**src/rtl/ushb_consts.svh**
```systemverilog
// Constants of the UART shadow buffer access block: addresses, fields, counts
// Assumes: included by bare name wherever a constant is needed
// Contract
// - Every alias location reads the receive buffer
// - Every alias location writes the transmit holding
// - Read bits 7:0 give serial or infrared byte
// - Non-FIFO: new byte overwrites, overrun flagged
// - FIFO mode: read returns receive FIFO head
// - Full receive FIFO: keep contents, drop, overrun
// - Written byte leaves on serial or infrared output
// - Non-FIFO: one write clears holding-empty flag
// - Non-FIFO: further writes replace pending byte
// - FIFO mode: accept depth bytes, default sixteen
// - Writes while transmit FIFO full are discarded
`ifndef USHB_CONSTS_SVH
`define USHB_CONSTS_SVH
`define USHB_ALIAS_FIRST 32'h5000_1030
`define USHB_ALIAS_2     32'h5000_1038
`define USHB_ALIAS_3     32'h5000_103c
`define USHB_ALIAS_LAST  32'h5000_106c
`define USHB_CTRL_ADDR   32'h5000_1080
`define USHB_LSR_ADDR    32'h5000_1084
`define USHB_ISTAT_ADDR  32'h5000_1088
`define USHB_IMASK_ADDR  32'h5000_108c
`define USHB_CTRL_FIFO_EN 0
`define USHB_CTRL_IR_MODE 1
`define USHB_LSR_DR      0
`define USHB_LSR_OE      1
`define USHB_LSR_TX_HOLDING_EMPTY_FLAG    5
`define USHB_LSR_TEMT    6
`define USHB_EV_RX       0
`define USHB_EV_OE       1
`define USHB_EV_TX_HOLDING_EMPTY_FLAG     2
`define USHB_EV_W        3
`define USHB_BYTE_MSB    7
`define USHB_FIFO_DEPTH  16
`define USHB_CLK_HZ      20000000
`define USHB_BAUD        115200
`endif

```
**src/rtl/ushb_pkg.sv**
```systemverilog
// Types shared by the UART shadow buffer access block
// Assumes: compiled before every other design file
package ushb_pkg;
    typedef enum logic [1:0] {
        USHB_IDLE  = 2'h0,
        USHB_START = 2'h1,
        USHB_DATA  = 2'h3,
        USHB_STOP  = 2'h2
    } ushb_bit_st_t;
    typedef logic [7:0] ushb_byte_t;
endpackage

```
**src/rtl/ushb_fifo_if.sv**
```systemverilog
// Signals between the block's control logic and one byte FIFO
// Assumes: ctl and mem ends share one clock
interface ushb_fifo_if #(
    parameter int DEPTH = 16
);
    localparam int CW = $clog2(DEPTH + 1);
    logic                push;
    logic                pop;
    logic                ovw;
    logic                flush;
    logic [CW-1:0]       lim;
    ushb_pkg::ushb_byte_t wdata;
    ushb_pkg::ushb_byte_t rdata;
    logic [CW-1:0]       count;
    logic                empty;
    logic                full;
    modport ctl (output push, pop, ovw, flush, lim, wdata, input rdata, count, empty, full);
    modport mem (input push, pop, ovw, flush, lim, wdata, output rdata, count, empty, full);
endinterface

```
**src/rtl/ushb_fifo.sv**
```systemverilog
// Byte FIFO with registered head and a run-time fill limit
// Assumes: lim is 1..DEPTH; a push while full with ovw set drops the oldest byte
`include "ushb_consts.svh"
module ushb_fifo #(
    parameter int DEPTH = `USHB_FIFO_DEPTH
) (
    input wire logic clk_i,
    input wire logic rstn_i,
    ushb_fifo_if.mem f
);
    import ushb_pkg::*;
    localparam int AW = $clog2(DEPTH);
    localparam int CW = $clog2(DEPTH + 1);
    typedef struct packed {
        logic [DEPTH-1:0][7:0] mem;
        logic [AW-1:0]         rd;
        logic [AW-1:0]         wr;
        logic [CW-1:0]         cnt;
        ushb_byte_t            head;
    } ushb_fifo_st_t;
    ushb_fifo_st_t st_ff;
    ushb_fifo_st_t nxt_st;
    logic          full;
    logic          do_pop;
    logic          do_push;

    always_comb
    begin
        nxt_st  = st_ff;
        full    = (st_ff.cnt >= f.lim);
        do_pop  = (f.pop && (st_ff.cnt != '0)) || (f.push && full && f.ovw);
        do_push = f.push && (!full || f.ovw);
        if (do_push)
        begin
            nxt_st.mem[st_ff.wr] = f.wdata;
            nxt_st.wr = (st_ff.wr == AW'(DEPTH - 1)) ? '0 : st_ff.wr + 1'b1;
        end
        if (do_pop)
        begin
            nxt_st.rd = (st_ff.rd == AW'(DEPTH - 1)) ? '0 : st_ff.rd + 1'b1;
        end
        nxt_st.cnt = st_ff.cnt + CW'(do_push) - CW'(do_pop);
        if (f.flush)
        begin
            nxt_st.rd  = '0;
            nxt_st.wr  = '0;
            nxt_st.cnt = '0;
        end
        // Head follows the next read pointer, so a write into an empty FIFO shows at once
        nxt_st.head = nxt_st.mem[nxt_st.rd];
    end

    always_ff @(posedge clk_i or negedge rstn_i)
    begin
        if (!rstn_i)
            st_ff <= '0;
        else
            st_ff <= nxt_st;
    end

    assign f.rdata = st_ff.head;
    assign f.count = st_ff.cnt;
    assign f.empty = (st_ff.cnt == '0);
    assign f.full  = full;
endmodule // ushb_fifo

```
**src/rtl/ushb_rx.sv**
```systemverilog
// Serial receiver: synchronises both line pins and assembles 8N1 bytes
// Assumes: infrared input idles low and pulses high for a zero bit
`include "ushb_consts.svh"
module ushb_rx #(
    parameter int BIT_CYC = `USHB_CLK_HZ / `USHB_BAUD
) (
    input  wire logic        clk_i,
    input  wire logic        rstn_i,
    // Line pins and mode
    input  wire logic        ser_rx_i,
    input  wire logic        ir_rx_i,
    input  wire logic        ir_mode_i,
    // Received byte
    output ushb_pkg::ushb_byte_t data_o,
    output logic             valid_o
);
    import ushb_pkg::*;
    typedef struct packed {
        logic [1:0]   ser_s;
        logic [1:0]   ir_s;
        ushb_bit_st_t st;
        logic [15:0]  tmr;
        logic [2:0]   idx;
        ushb_byte_t   sh;
        logic         vld;
    } ushb_rx_st_t;
    ushb_rx_st_t st_ff;
    ushb_rx_st_t nxt_st;
    logic        line;

    always_comb
    begin
        nxt_st       = st_ff;
        nxt_st.ser_s = {st_ff.ser_s[0], ser_rx_i};
        nxt_st.ir_s  = {st_ff.ir_s[0], ir_rx_i};
        nxt_st.vld   = 1'b0;
        line         = ir_mode_i ? !st_ff.ir_s[1] : st_ff.ser_s[1];
        if (st_ff.st != USHB_IDLE && st_ff.tmr != '0)
            nxt_st.tmr = st_ff.tmr - 1'b1;
        case (st_ff.st)
            USHB_IDLE:
                if (!line)
                begin
                    nxt_st.st  = USHB_START;
                    nxt_st.tmr = 16'(BIT_CYC / 2);
                end
            USHB_START:
                if (st_ff.tmr == '0)
                begin
                    nxt_st.st  = line ? USHB_IDLE : USHB_DATA;
                    nxt_st.tmr = 16'(BIT_CYC - 1);
                    nxt_st.idx = '0;
                end
            USHB_DATA:
                if (st_ff.tmr == '0)
                begin
                    nxt_st.sh  = {line, st_ff.sh[`USHB_BYTE_MSB:1]};
                    nxt_st.tmr = 16'(BIT_CYC - 1);
                    nxt_st.idx = st_ff.idx + 1'b1;
                    if (st_ff.idx == 3'(`USHB_BYTE_MSB))
                        nxt_st.st = USHB_STOP;
                end
            USHB_STOP:
                if (st_ff.tmr == '0)
                begin
                    nxt_st.vld = line;
                    nxt_st.st  = USHB_IDLE;
                end
            default:
                nxt_st.st = USHB_IDLE;
        endcase
    end

    always_ff @(posedge clk_i or negedge rstn_i)
    begin
        if (!rstn_i)
        begin
            st_ff       <= '0;
            st_ff.ser_s <= 2'h3;
        end
        else
            st_ff <= nxt_st;
    end

    assign data_o  = st_ff.sh;
    assign valid_o = st_ff.vld;
endmodule // ushb_rx

```
**src/rtl/ushb_top.sv**
```systemverilog
// UART shadow buffer access: APB alias window onto receive buffer and transmit holding
// Assumes: APB3 master on clk_i; line pins asynchronous to clk_i
//
// Register access over APB was decided locally.
`include "ushb_consts.svh"
module ushb_top #(
    parameter int FIFO_DEPTH = `USHB_FIFO_DEPTH,
    parameter int BIT_CYC    = `USHB_CLK_HZ / `USHB_BAUD
) (
    // Clock and reset
    input  wire logic        clk_i,
    input  wire logic        rstn_i,
    // APB slave
    input  wire logic        psel_i,
    input  wire logic        penable_i,
    input  wire logic        pwrite_i,
    input  wire logic [31:0] paddr_i,
    input  wire logic [31:0] pwdata_i,
    output logic      [31:0] prdata_o,
    output logic             pready_o,
    output logic             pslverr_o,
    // Serial and infrared lines
    input  wire logic        ser_rx_i,
    input  wire logic        ir_rx_i,
    output logic             ser_tx_o,
    output logic             ir_tx_n_o,
    // Interrupt
    output logic             irq_o
);
    import ushb_pkg::*;
    localparam int CW = $clog2(FIFO_DEPTH + 1);
    typedef struct packed {
        logic [31:0]           prdata;
        logic                  pready;
        logic                  pslverr;
        logic                  fifo_en;
        logic                  ir_mode;
        logic                  oe;
        logic [`USHB_EV_W-1:0] istat;
        logic [`USHB_EV_W-1:0] imask;
        logic                  irq;
        logic                  tx_busy_d;
        ushb_bit_st_t          tst;
        logic [15:0]           ttmr;
        logic [2:0]            tidx;
        ushb_byte_t            tsh;
        logic                  tx_line;
        logic                  ser_tx;
        logic                  ir_tx_n;
    } ushb_top_st_t;
    ushb_top_st_t          st_ff;
    ushb_top_st_t          nxt_st;
    logic                  setup;
    logic                  acc;
    logic                  is_alias;
    logic                  rx_vld;
    ushb_byte_t            rx_data;
    logic                  ovr;
    logic [`USHB_EV_W-1:0] ev;
    logic [`USHB_EV_W-1:0] w1c;

    ushb_fifo_if #(.DEPTH(FIFO_DEPTH)) rxf();
    ushb_fifo_if #(.DEPTH(FIFO_DEPTH)) txf();

    ushb_fifo #(.DEPTH(FIFO_DEPTH)) u_rx_fifo (
        .clk_i  (clk_i),
        .rstn_i (rstn_i),
        .f      (rxf)
    );

    ushb_fifo #(.DEPTH(FIFO_DEPTH)) u_tx_fifo (
        .clk_i  (clk_i),
        .rstn_i (rstn_i),
        .f      (txf)
    );

    ushb_rx #(.BIT_CYC(BIT_CYC)) u_rx (
        .clk_i     (clk_i),
        .rstn_i    (rstn_i),
        .ser_rx_i  (ser_rx_i),
        .ir_rx_i   (ir_rx_i),
        .ir_mode_i (st_ff.ir_mode),
        .data_o    (rx_data),
        .valid_o   (rx_vld)
    );

    always_comb
    begin
        nxt_st   = st_ff;
        setup    = psel_i && !penable_i;
        acc      = psel_i && penable_i && st_ff.pready;
        is_alias = (paddr_i >= `USHB_ALIAS_FIRST) && (paddr_i <= `USHB_ALIAS_LAST)
                   && (paddr_i[1:0] == 2'h0);
        // Zero-wait answer: ready in the first access cycle
        nxt_st.pready = setup;
        if (setup)
        begin
            nxt_st.prdata  = '0;
            nxt_st.pslverr = 1'b0;
            if (is_alias)
                nxt_st.prdata[`USHB_BYTE_MSB:0] = rxf.rdata;
            else if (paddr_i == `USHB_CTRL_ADDR)
            begin
                nxt_st.prdata[`USHB_CTRL_FIFO_EN] = st_ff.fifo_en;
                nxt_st.prdata[`USHB_CTRL_IR_MODE] = st_ff.ir_mode;
            end
            else if (paddr_i == `USHB_LSR_ADDR)
            begin
                nxt_st.prdata[`USHB_LSR_DR]   = !rxf.empty;
                nxt_st.prdata[`USHB_LSR_OE]   = st_ff.oe;
                nxt_st.prdata[`USHB_LSR_TX_HOLDING_EMPTY_FLAG] = txf.empty;
                nxt_st.prdata[`USHB_LSR_TEMT] = txf.empty && st_ff.tst == USHB_IDLE;
            end
            else if (paddr_i == `USHB_ISTAT_ADDR)
                nxt_st.prdata[`USHB_EV_W-1:0] = st_ff.istat;
            else if (paddr_i == `USHB_IMASK_ADDR)
                nxt_st.prdata[`USHB_EV_W-1:0] = st_ff.imask;
            else
                nxt_st.pslverr = 1'b1;
        end

        // Receive path: non-FIFO mode is a one-deep buffer that overwrites
        rxf.lim   = st_ff.fifo_en ? CW'(FIFO_DEPTH) : CW'(1);
        rxf.push  = rx_vld;
        rxf.wdata = rx_data;
        rxf.ovw   = !st_ff.fifo_en;
        rxf.pop   = acc && !pwrite_i && is_alias;
        ovr       = rx_vld && rxf.full;

        // Transmit path: alias writes carry only bits 7:0
        txf.lim   = st_ff.fifo_en ? CW'(FIFO_DEPTH) : CW'(1);
        txf.push  = acc && pwrite_i && is_alias;
        txf.wdata = pwdata_i[`USHB_BYTE_MSB:0];
        txf.ovw   = !st_ff.fifo_en;
        txf.pop   = (st_ff.tst == USHB_IDLE) && !txf.empty;

        // Control register; a change of FIFO enable empties both FIFOs
        rxf.flush = 1'b0;
        if (acc && pwrite_i && paddr_i == `USHB_CTRL_ADDR)
        begin
            nxt_st.fifo_en = pwdata_i[`USHB_CTRL_FIFO_EN];
            nxt_st.ir_mode = pwdata_i[`USHB_CTRL_IR_MODE];
            rxf.flush      = pwdata_i[`USHB_CTRL_FIFO_EN] != st_ff.fifo_en;
        end
        txf.flush = rxf.flush;
        if (acc && pwrite_i && paddr_i == `USHB_IMASK_ADDR)
            nxt_st.imask = pwdata_i[`USHB_EV_W-1:0];

        // Overrun clears on a status read; a new overrun wins
        if (acc && !pwrite_i && paddr_i == `USHB_LSR_ADDR)
            nxt_st.oe = 1'b0;
        if (ovr)
            nxt_st.oe = 1'b1;

        // Sticky events, write one to clear, set wins
        nxt_st.tx_busy_d      = !txf.empty;
        ev                    = '0;
        ev[`USHB_EV_RX]       = rx_vld;
        ev[`USHB_EV_OE]       = ovr;
        ev[`USHB_EV_TX_HOLDING_EMPTY_FLAG]     = txf.empty && st_ff.tx_busy_d;
        w1c                   = '0;
        if (acc && pwrite_i && paddr_i == `USHB_ISTAT_ADDR)
            w1c = pwdata_i[`USHB_EV_W-1:0];
        nxt_st.istat = (st_ff.istat & ~w1c) | ev;
        nxt_st.irq   = |(nxt_st.istat & nxt_st.imask);

        // Transmit shifter, 8N1, LSB first
        if (st_ff.tst != USHB_IDLE && st_ff.ttmr != '0)
            nxt_st.ttmr = st_ff.ttmr - 1'b1;
        case (st_ff.tst)
            USHB_IDLE:
                if (txf.pop)
                begin
                    nxt_st.tsh     = txf.rdata;
                    nxt_st.tst     = USHB_START;
                    nxt_st.ttmr    = 16'(BIT_CYC - 1);
                    nxt_st.tx_line = 1'b0;
                end
            USHB_START:
                if (st_ff.ttmr == '0)
                begin
                    nxt_st.tst     = USHB_DATA;
                    nxt_st.ttmr    = 16'(BIT_CYC - 1);
                    nxt_st.tidx    = '0;
                    nxt_st.tx_line = st_ff.tsh[0];
                end
            USHB_DATA:
                if (st_ff.ttmr == '0)
                begin
                    nxt_st.ttmr = 16'(BIT_CYC - 1);
                    nxt_st.tidx = st_ff.tidx + 1'b1;
                    nxt_st.tsh  = {1'b0, st_ff.tsh[`USHB_BYTE_MSB:1]};
                    if (st_ff.tidx == 3'(`USHB_BYTE_MSB))
                    begin
                        nxt_st.tst     = USHB_STOP;
                        nxt_st.tx_line = 1'b1;
                    end
                    else
                        nxt_st.tx_line = st_ff.tsh[1];
                end
            USHB_STOP:
                if (st_ff.ttmr == '0)
                    nxt_st.tst = USHB_IDLE;
            default:
                nxt_st.tst = USHB_IDLE;
        endcase
        nxt_st.ser_tx  = nxt_st.ir_mode ? 1'b1 : nxt_st.tx_line;
        nxt_st.ir_tx_n = nxt_st.ir_mode ? nxt_st.tx_line : 1'b1;
    end

    always_ff @(posedge clk_i or negedge rstn_i)
    begin
        if (!rstn_i)
        begin
            st_ff         <= '0;
            st_ff.tx_line <= 1'b1;
            st_ff.ser_tx  <= 1'b1;
            st_ff.ir_tx_n <= 1'b1;
        end
        else
            st_ff <= nxt_st;
    end

    assign prdata_o  = st_ff.prdata;
    assign pready_o  = st_ff.pready;
    assign pslverr_o = st_ff.pslverr;
    assign ser_tx_o  = st_ff.ser_tx;
    assign ir_tx_n_o = st_ff.ir_tx_n;
    assign irq_o     = st_ff.irq;
endmodule // ushb_top

```
**config.mk**
```make
export PLATFORM = sky130hd
export DESIGN_NAME = ushb_top
export DESIGN_NICKNAME = d
export VERILOG_FILES = /design/src/rtl/ushb_pkg.sv /design/src/rtl/ushb_fifo_if.sv /design/src/rtl/ushb_fifo.sv /design/src/rtl/ushb_rx.sv /design/src/rtl/ushb_top.sv
export VERILOG_INCLUDE_DIRS = /design/src /design/src/rtl
export SDC_FILE = /design/constraint.sdc
export NUM_CORES = 1
export LEC_CHECK = 0
export BUFFER_PORTS_ARGS = -buffer_cell sky130_fd_sc_hd__buf_2
export CAP_MARGIN = 20
export CORE_AREA = 8 8 232 234
export CTS_BUF_LIST = sky130_fd_sc_hd__clkbuf_8
export DETAILED_ROUTE_END_ITERATION = 6
export DIE_AREA = 0 0 240 242
export GPL_TIMING_DRIVEN = 0
export MAX_ROUTING_LAYER = met4
export PLACE_DENSITY = 0.58
export SLEW_MARGIN = 20
export SYNTH_ARGS = -nofsm -noshare
export SYNTH_HDL_FRONTEND = slang
export SYNTH_SLANG_ARGS = --single-unit
```
**constraint.sdc**
```tcl
create_clock -name clk_i -period 7.5 [get_ports clk_i]
set_input_delay 1.125 -clock clk_i [delete_from_list [all_inputs] [get_ports clk_i]]
set_output_delay 1.125 -clock clk_i [all_outputs]
set_load 0.03 [all_outputs]
```
==> results.sh, run 1 <==
export IMPL_slew_violations=0
export IMPL_status="completed"
export IMPL_rows=83
export IMPL_crit_required_ns=7.97
export IMPL_powerDensity_nw_per_um2=185
export IMPL_ys_seq_area_frac=0.487
export IMPL_cts_tree="built"
export IMPL_path_class="reg2reg"
export IMPL_crit_family="compound AO/OA/AOI/OAI gates"
export IMPL_cts_buffer_depth=3
export IMPL_cp_buffers_inverters=3
export IMPL_cap_violations=0
export IMPL_rsz0062_at_grt="no"
export IMPL_path_cells="clkbuf_1, inv_1, ha_1, nand3b_1, a31oi_1, o21ai_0, a2bb2oi_2, mux2i_1, buf_2, mux2i_1, nor2_1, o41ai_1, o22ai_1, a211oi_1"
export IMPL_max_freq_mhz=184
export IMPL_dp_cells=2631
export IMPL_syn_area_per_cell_um2=10.6
export IMPL_h_tree_depth=3
export IMPL_period_share=0.726
export IMPL_cp_data_arrival_time_ns=5.92
export IMPL_cts_buffers=71
export IMPL_drt_initial_drc_count=1168
export IMPL_synth_distinct_cells=90
export IMPL_synth_async_sr_flop_share=1.00
export IMPL_routed_via_count=15000
export IMPL_hpwl_mm=39.4
export IMPL_setup_violations=0
export IMPL_drtPass1Iterations=5
export IMPL_core_area_um2=50500
export IMPL_grt_pass1_vias=15600
export IMPL_synth_enable_flop_cells=0
export IMPL_critPathLaunchType="flop"
export IMPL_fin_nets=2133
export IMPL_place_area_um2=21200
export IMPL_cts_sinks=385
export IMPL_overflow=0
export IMPL_start_util=0.392
export IMPL_antenna_found_initial=0
export IMPL_gp_congestion=0.942
export IMPL_yosysWarnings=0
export IMPL_drive_gt1_frac=0.254
export IMPL_setup_slack_ns=2.05
export IMPL_path_clk_slew_ns=0.06
export IMPL_clk_latency_ns=0.66
export IMPL_cts_resized=0
export IMPL_cp_end_kind="flop"
export IMPL_fp_dieW_um=240
export IMPL_numPortBuffers=56
export IMPL_final_min_clock_period_ns=5.45
export IMPL_die_h_um=242
export IMPL_synthToLayoutAreaGrowth_pct=13.9
export IMPL_worstMarginPinSlew_ns=1.13
export IMPL_vias_per_cell=5.46
export IMPL_post_cts_buffers=0
export IMPL_ys_ff_latch=385
export IMPL_synthFlopType="dfrtp_1"
export IMPL_fin_total_pwr_mw=4.17
export IMPL_skew_ns=0.0303
export IMPL_hold_class="in2async"
export IMPL_num_io_pins=108
export IMPL_peakVddDrop_v=0.000131
export IMPL_regArea_um2=9640
export IMPL_crit_top_cell="mux2i_1"
export IMPL_finish_utilization=0.447
export IMPL_post_place_ws_ns=1.74
export IMPL_slowest_delay_ns=0.76
export IMPL_insertedDiodeCount=0
export IMPL_cp_slowest_cell="mux2i_1"
export IMPL_avgRoutedWirePerCell_um=20.6
export IMPL_relSlewSlack=0.238
export IMPL_netlist_instances=1866
export IMPL_final_area_um2=22500
export IMPL_netlist_area_um2=19800
export IMPL_crit_path_max_fanout=10
export IMPL_drc=0
export IMPL_root_buffer="clkbuf_8"
export IMPL_grt_pass1_wl_mm=89.9
export IMPL_layout_cells_non_filler=2751
export IMPL_wl_mm=56.7
export IMPL_track_usage=0.201
export IMPL_multi_input_area_um2=9310
export IMPL_grt_max_degree=96
export IMPL_p_leak_nw=11.0
export IMPL_die_area_um2=58100
export IMPL_cts_hold_buffers=0
export IMPL_ant_nets=0
export IMPL_timing_hold_violations_final=0
export IMPL_fillers=4893
## logic make-up (layout without fill, tap and decap cells)
kind of cell    Yosys count  count (layout)  share of synthesized area
xor+xnor                 33              33                     0.0146
mux                     317             317                      0.180
flops                   385             385                      0.487
fa+ha+maj                38              38                     0.0248
other cells               1              24                   0.000189
buf+inv                 208             390                     0.0491
compound gates          236             236                     0.0783
simple gates            648             648                      0.166
## layout make-up
type | instances | area share
sequential | 385 | 0.428
multi-input combinational | 1296 | 0.413
clock buffer | 86 | 0.0525
tap | 680 | 0.0377
buffer | 159 | 0.0347
timing repair buffer | 62 | 0.0182
inverter | 49 | 0.00838
clock inverter | 34 | 0.00788
## placed cells by master, fill, tap and decap left out, types with 23 or more instances in the layout
| cell type | instances |
|---|---|
| dfrtp_1 | 380 |
| mux2_2 | 261 |
| nor3_1 | 199 |
| nand2_1 | 138 |
| nor2_1 | 131 |
| o21ai_0 | 90 |
| clkbuf_1 | 87 |
| clkbuf_8 | 86 |
| buf_2 | 77 |
| inv_1 | 69 |
| mux2i_1 | 45 |
| ha_1 | 36 |
| buf_4 | 35 |
| a21oi_1 | 32 |
| nand3_1 | 25 |
| conb_1 | 24 |
| or3_1 | 23 |
## state kept, by name, summed over array words and instances (netlist names), 2 cells and up
name / count
prdata_o: 8
st_ff: 40
u_rx.data_o: 8
u_rx.nxt_st: 2
u_rx.st_ff: 23
u_rx_fifo.f.count: 5
u_rx_fifo.f.rdata: 8
u_rx_fifo.st_ff: 136
u_tx_fifo.f.count: 5
u_tx_fifo.f.rdata: 8
u_tx_fifo.st_ff: 136
## path summary, 6_finish.rpt
kind	startpoint	slack (ns)	cells after the start	to
worst max register to register	st_ff[42]	2.05	14	u_rx_fifo.f.rdata[2]
max in group asynchronous	rstn_i	5.56	4	u_tx_fifo.st_ff[32]
min in group clk_i	u_rx.nxt_st[33]	0.36	0	u_rx.st_ff[33]
worst max-delay path	st_ff[42]	2.05	14	u_rx_fifo.f.rdata[2]
worst min-delay path	rstn_i	0.31	1	u_rx_fifo.st_ff[125]
worst min register to register	u_rx.nxt_st[33]	0.36	0	u_rx.st_ff[33]
## per-layer routing
layer,part of all wire,GRT usage,up-vias,wire length (µm)
li1,-,-,6919,-
met1,0.45,0.259,7541,25300
met2,0.46,0.310,438,26200
met3,0.056,0.0397,134,3150
met4,0.036,0.0780,0,2040
met5,0,-,-,0
## where the power goes
part	leakage (nW)	internal, mW	switching [mW]
sequential	5.18	2.08	0.00222
combinational	4.99	0.0353	0.0948
clock	0.788	1.06	0.894
## cell usage after synthesis, drive strengths merged (29+ instances only)
cell type | number | area share
nor3 | 199 | 0.050
a21oi | 32 | 0.0081
mux2i | 45 | 0.023
buf | 72 | 0.023
nor2 | 133 | 0.026
mux2 | 270 | 0.15
clkbuf | 87 | 0.016
o21ai | 94 | 0.024
nand3 | 29 | 0.0083
nand2 | 138 | 0.026
inv | 46 | 0.0087
dfrtp | 380 | 0.48
ha | 36 | 0.023
## through the flow
stage	setup TNS, ns	hold WS (ns)
global route	0	0.294
global placement	-893.63	0.348
CTS	0	0.285
floorplan	0	0.331
finish	0	0.314
detailed placement	0	0.350
No activity file was read; power rests on OpenSTA's default activity.
==> inputs of run 2 (changes only) <==
Settings changed: ABC_AREA from default to 1, CORE_AREA 8 8 232 234 to 8 8 239 241, DIE_AREA 0 0 240 242 to 0 0 247 249.
Clock period 7.5 ns to 5.1 ns, I/O delays scaled along.
==> run 2 against run 1 <==
Clock skew grew 0.024 ns. Routed wire length is 19% higher. Global-route usage grew 2.2 points. Core utilization is 0.47 points higher. Via count is 31% higher. Die area up 5.9%. Non-clock buffer count grew 19. First-iteration DRC count up 49%. Setup slack worse by 0.60 ns. Clock power is 65% higher. Largest cell class unchanged.
==> results.sh, run 2 <==
export IMPL_antenna_found_initial=2
export IMPL_clk_latency_ns=0.66
export IMPL_timing_hold_violations_final=0
export IMPL_slew_violations=0
export IMPL_power_frac_seq=0.468
export IMPL_powerDensity_nw_per_um2=273
export IMPL_cts_hold_buffers=0
export IMPL_final_common_cell="nand2_1"
export IMPL_top_regs="u_rx_fifo.st_ff: 136 flops, u_tx_fifo.st_ff: 136 flops, st_ff: 40 flops"
export IMPL_core_area_um2=53300
export IMPL_timing_hold_ws_ns=0.0763
export IMPL_drc=0
export IMPL_synth_common_cells="1099 x nand2_1, 380 x dfrtp_1, 266 x inv_1"
export IMPL_p_leak_nw=12.1
export IMPL_die_area_um2=61500
export IMPL_cap_violations=0
export IMPL_rsz0062_at_grt="no"
export IMPL_path_clk_slew_ns=0.06
export IMPL_peakVddDrop_v=0.000179
export IMPL_period_share=0.714
export IMPL_drive_gt1_frac=0.111
export IMPL_grt_max_degree=95
export IMPL_cp_slowest_cell="dfrtp_1"
export IMPL_synthFlopType="dfrtp_1"
export IMPL_syn_area_per_cell_um2=7.44
export IMPL_track_usage=0.223
export IMPL_synth_enable_flop_cells=0
export IMPL_cp_buffers_inverters=5
export IMPL_synth_async_sr_flop_share=1.00
export IMPL_ys_seq_area_frac=0.456
export IMPL_max_freq_mhz=275
export IMPL_netlist_area_um2=21100
export IMPL_regToRegStartpoint="st_ff[42]"
export IMPL_worstMarginPinSlew_ns=0.966
export IMPL_most_common_layout_cells="1099 x nand2_1, 380 x dfrtp_1, 284 x inv_1"
export IMPL_fillers=5343
export IMPL_internal_power_mw=4.98
export IMPL_p_sw_mw=1.58
export IMPL_post_place_ws_ns=1.47
export IMPL_cts_resized=0
export IMPL_cts_sinks=385
export IMPL_yosysTopAreaCell="dfrtp_1"
export IMPL_slowest_delay_ns=0.43
export IMPL_swShare=0.240
export IMPL_netlist_instances=2841
export IMPL_path_cells="inv_1, ha_1, nand3_1, nand3_1, a21o_1, nand2_1, nand2_1, clkinv_1, clkbuf_1, ha_1, fa_1, inv_1, nor2_1, nor2_1, nor2_1, nor2_1, xor2_1, nand2_1, inv_1"
export IMPL_grt_pass1_wl_mm=106
export IMPL_gp_congestion=0.974
export IMPL_start_util=0.397
export IMPL_ant_nets=0
export IMPL_p_clk_frac=0.494
export IMPL_cts_buffers=74
export IMPL_synth_distinct_cells=53
export IMPL_finish_utilization=0.452
export IMPL_cts_tree="built"
export IMPL_fp_dieW_um=247
export IMPL_cp_end_kind="flop"
export IMPL_path_class="reg2reg"
export IMPL_r2r_end="u_rx_fifo.f.count[4]"
export IMPL_crit_path_max_fanout=10
export IMPL_final_area_um2=24100
export IMPL_crit_family="adder cells"
export IMPL_fin_nets=3111
export IMPL_r2r_worst_path_cells=19
export IMPL_yosys_area_top_type_share=0.450
export IMPL_num_io_pins=108
export IMPL_avgRoutedWirePerCell_um=18.0
export IMPL_drt_initial_drc_count=1741
export IMPL_final_min_clock_period_ns=3.64
export IMPL_ys_ff_latch=385
export IMPL_h_tree_depth=3
export IMPL_cts_buffer_depth=3
export IMPL_relSlewSlack=0.354
export IMPL_rows=85
export IMPL_grt_pass1_vias=19300
export IMPL_vias_per_cell=5.24
export IMPL_numPortBuffers=58
export IMPL_root_buffer="clkbuf_8"
export IMPL_overflow=0
export IMPL_setup_slack_ns=1.46
export IMPL_wl_mm=67.4
export IMPL_drtPass1Iterations=6
export IMPL_synthToLayoutAreaGrowth_pct=13.8
export IMPL_ff2ff_setup_slack_ns=1.46
export IMPL_crit_required_ns=5.67
export IMPL_status="completed"
export IMPL_place_area_um2=22500
export IMPL_yosysWarnings=0
export IMPL_post_cts_buffers=0
export IMPL_skew_ns=0.0545
export IMPL_hpwl_mm=49.7
export IMPL_setup_violations=0
export IMPL_hold_class="in2async"
export IMPL_synth_most_common_cell="nand2_1"
export IMPL_synthTopCellsByArea="dfrtp_1 45%, nand2_1 20%, nand3_1 4.9%"
export IMPL_p_comb_frac=0.039
export IMPL_die_h_um=249
export IMPL_crit_top_cell="nor2_1"
export IMPL_cp_data_arrival_time_ns=4.21
export IMPL_routed_via_count=19600
export IMPL_critPathLaunchType="flop"
-- run 2: changes by cell type after synthesis, moves of 44 or more --
cell,change
nand2_1,+961
mux2_2,-261
inv_1,+222
nand3_1,+182
nor3_1,-179
nand4_1,+152
o21ai_0,+107
mux2i_1,-44
-- run 2: cell type report --
| type | count | area (µm²) | area share |
|---|---|---|---|
| Sequential cell | 385 | 9640 | 0.401 |
| Multi-Input combinational cell | 2018 | 9510 | 0.395 |
| Clock buffer | 95 | 1310 | 0.0543 |
| Inverter | 283 | 1060 | 0.0442 |
| Buffer | 178 | 1010 | 0.0419 |
| Tap cell | 696 | 871 | 0.0362 |
| Timing Repair Buffer | 62 | 410 | 0.0171 |
| Clock inverter | 29 | 244 | 0.0101 |
| Antenna cell | 1 | 2.50 | 0.000104 |
-- run 2: power groups by stage --
| stage | clock (mW) | combinational, mW | sequential [mW] |
|---|---|---|---|
| 2_1_floorplan | 0 | 0.110 | 3.12 |
| 3_3_place_gp | 0 | 0.242 | 3.12 |
| 3_5_place_dp | 0 | 0.256 | 3.12 |
| 4_1_cts | 3.32 | 0.257 | 3.07 |
| 5_1_grt | 3.46 | 0.281 | 3.07 |
| 6_report | 3.24 | 0.254 | 3.07 |
-- run 2: cell families (layout without fill, tap and decap cells) --
logic type	after synthesis	count (layout)	share of synthesized area
AO/OA/AOI/OAI	266	266	0.0667
XOR/XNOR	18	18	0.00746
adder cells (fa/ha/maj)	38	38	0.0232
buffers and inverters	461	647	0.0979
flip-flops	385	385	0.456
multiplexers	1	1	0.000474
other	1	25	0.000177
AND/OR/NAND/NOR	1671	1671	0.348
-- run 2: worst reg2reg max path, delay by kind of cell (launching register included) --
family                     cells  cell delay, ns
AOI/OAI and AO/OA              1            0.14
xor gates and xnor gates       1            0.16
adders and majority gates      3            1.04
buffers and inverters          5            1.04
DFF                            1            0.43
and+or+nand+nor                9            0.76
-- run 2: worst max-delay path by stage --
stage / cells after the start / slack, ns / endpoint / startpoint
final: 19 / 1.46 / u_rx_fifo.f.count[4] / st_ff[42]
after global routing: 19 / 1.13 / u_rx_fifo.f.count[4] / st_ff[42]
after global placement: 1 / -4.47 / u_rx.st_ff[25] / rstn_i
after detailed placement: 19 / 1.47 / u_rx_fifo.f.count[4] / st_ff[42]
after floorplan: 20 / 2.01 / u_tx_fifo.f.count[4] / paddr_i[18]
after CTS: 19 / 1.44 / u_rx_fifo.f.count[4] / st_ff[42]
-- run 2: per-stage QoR --
| step | power, mW | TNS, ns | instances |
|---|---|---|---|
| final | 6.56 | 0 | 3747 |
| after floorplan | 3.23 | 0 | 2864 |
| after global placement | 3.36 | -1685.69 | 3618 |
| after detailed placement | 3.38 | 0 | 3622 |
| after CTS | 6.64 | 0 | 3746 |
| after global routing | 6.81 | 0 | 3747 |
-- run 2: layer usage --
layer,global-route usage,wire length [µm],part of all wire,vias to the layer above
met2,0.343,31300,0.46,622
met1,0.297,30400,0.45,9459
met5,-,0,0,-
li1,-,-,-,9416
met4,0.0752,1900,0.028,0
met3,0.0346,3820,0.057,135
==> inputs of run 3 (changes only) <==
Clock period 5.1 ns to 3.7 ns, I/O delays scaled along.
==> run 3 against run 2 <==
Total power rose by 38%. Largest cell class unchanged. Non-clock buffer count rose by 3. Critical path type unchanged. Setup slack got worse by 1.2 ns. Via count fell by 0.23%. Core utilization rose by 0.085 points.
==> results.sh, run 3 (synthesis results as in run 2) <==
export IMPL_cp_slowest_cell="dfrtp_1"
export IMPL_timing_hold_violations_final=0
export IMPL_path_clk_slew_ns=0.06
export IMPL_met1_usage=0.297
export IMPL_fp_dieW_um=247
export IMPL_die_area_um2=61500
export IMPL_rows=85
export IMPL_period_share=0.922
export IMPL_cp_buffers_inverters=2
export IMPL_grt_pass1_wl_mm=106
export IMPL_clk_latency_ns=0.67
export IMPL_num_io_pins=108
export IMPL_critPathLaunchType="flop"
export IMPL_cts_sinks=385
export IMPL_relSlewSlack=0.354
export IMPL_top_regs="u_rx_fifo.st_ff: 136 flops, u_tx_fifo.st_ff: 136 flops, st_ff: 40 flops"
export IMPL_crit_required_ns=4.21
export IMPL_grt_use_met3=0.0345
export IMPL_crit_family="simple AND/OR/NAND/NOR gates"
export IMPL_die_h_um=249
export IMPL_path_cells="inv_1, ha_1, nand3_1, nand3_1, a21o_1, nand2_1, nand2_2, nor2_2, nand2_1, clkbuf_1, nand2_1, o21ai_0, nand2_1, nand2_1, nand2_1, nand3_1, nand3_1, nand2_1"
export IMPL_top_usage_layer="met2"
export IMPL_fin_nets=3114
export IMPL_slew_violations=0
export IMPL_final_min_clock_period_ns=3.41
export IMPL_vias_per_cell=5.22
export IMPL_place_area_um2=22500
export IMPL_cts_buffers=74
export IMPL_root_buffer="clkbuf_8"
export IMPL_gp_congestion=0.974
export IMPL_slowest_delay_ns=0.44
export IMPL_grt_use_met2=0.343
export IMPL_final_area_um2=24100
export IMPL_p_leak_nw=12.1
export IMPL_max_freq_mhz=293
export IMPL_numPortBuffers=58
export IMPL_powerDensity_nw_per_um2=375
export IMPL_peakVddDrop_v=0.000248
export IMPL_routed_via_count=19600
export IMPL_finish_utilization=0.452
export IMPL_drt_initial_drc_count=1816
export IMPL_tns_ns=0
export IMPL_start_util=0.397
export IMPL_cp_end_kind="flop"
export IMPL_drc=0
export IMPL_hpwl_mm=49.7
export IMPL_wl_mm=67.3
export IMPL_ant_nets=0
export IMPL_most_common_layout_cells="1098 x nand2_1, 380 x dfrtp_1, 284 x inv_1"
export IMPL_fillers=5344
export IMPL_worstMarginPinSlew_ns=0.965
export IMPL_core_area_um2=53300
export IMPL_rsz0062_at_grt="no"
export IMPL_overflow=0
export IMPL_setup_violations=0
export IMPL_cp_data_arrival_time_ns=3.92
export IMPL_h_tree_depth=3
export IMPL_grt_max_degree=95
export IMPL_cap_violations=0
export IMPL_hold_class="in2reg"
export IMPL_status="completed"
export IMPL_drtPass1Iterations=6
export IMPL_fin_total_pwr_mw=9.04
export IMPL_drive_gt1_frac=0.113
export IMPL_grt_pass1_vias=19300
export IMPL_synthToLayoutAreaGrowth_pct=14.0
export IMPL_avgRoutedWirePerCell_um=17.9
export IMPL_cts_buffer_depth=3
export IMPL_path_class="reg2reg"
export IMPL_cts_tree="built"
export IMPL_track_usage=0.223
export IMPL_antenna_found_initial=2
export IMPL_crit_top_cell="nand2_1"
export IMPL_crit_path_max_fanout=10
export IMPL_skew_ns=0.0581
export IMPL_final_common_cell="nand2_1"
==> run 3: cell types whose count changed in the layout (fill, tap and decap cells not counted) <==
cell | before | now
clkbuf_1 | 83 | 80
nor2_1 | 108 | 106
clkinvlp_4 | 4 | 5
clkinv_1 | 1 | 0
nand2_1 | 1099 | 1098
dlygate4sd3_1 | 0 | 3
clkbuf_2 | 0 | 3
nor2_2 | 12 | 14
nand2_2 | 9 | 10
==> run 3: path summary, 6_finish.rpt <==
path | startpoint | end | slack, ns | cells after the start
min in group asynchronous | rstn_i | u_rx_fifo.f.count[1] | 0.46 | 2
min | pwdata_i[1] | u_tx_fifo.st_ff[134] | 0.27 | 3
min reg2reg | u_rx.nxt_st[31] | u_rx.st_ff[31] | 0.35 | 0
max | st_ff[42] | u_rx_fifo.f.rdata[0] | 0.29 | 18
max reg2reg | st_ff[42] | u_rx_fifo.f.rdata[0] | 0.29 | 18
max in group asynchronous | rstn_i | u_rx.st_ff[33] | 1.97 | 4
==> run 3: layout make-up <==
class / count / area [µm²] / area share
Antenna cell: 1 / 2.50 / 0.000104
Buffer: 178 / 1010 / 0.0419
Clock buffer: 95 / 1310 / 0.0542
Clock inverter: 29 / 244 / 0.0101
Inverter: 283 / 1070 / 0.0442
Multi-Input combinational cell: 2018 / 9520 / 0.395
Sequential cell: 385 / 9640 / 0.400
Tap cell: 696 / 871 / 0.0361
Timing Repair Buffer: 65 / 440 / 0.0183
==> run 3: what timing repair did <==
item | in CTS | in global routing
resized for setup | 0 | 10
hold endpoints to repair | 75 | 0
hold buffers | 3 | 0
setup buffers | 0 | 0
endpoints found under the setup margin | 0 | 9
==> run 3: through the flow <==
| step | std cells | hold slack [ns] | setup WS (ns) |
|---|---|---|---|
| floorplan | 2864 | 0.259 | 0.816 |
| CTS | 3749 | 0.213 | 0.0421 |
| finish | 3750 | 0.269 | 0.289 |
| global route | 3750 | 0.246 | 0.0247 |
| detailed placement | 3622 | 0.345 | 0.0710 |
| global placement | 3618 | 0.338 | -5.66 |
==> run 3: layer usage <==
metal  vias up  wire length, µm
met1      9419            30300
met3       123             4090
met2       628            31100
li1       9417                -
met4         0             1790
met5         -                0
==> run 3: worst min-delay path: stages <==
cell     delay [ns]
buf_2          0.16
nand4_1        0.10
nand2_1        0.06
==> run 3: report_power, final <==
part	switching, mW	internal, mW
Combinational	0.271	0.0812
Clock	1.90	2.57
Sequential	0.00480	4.22
Total	2.17	6.87
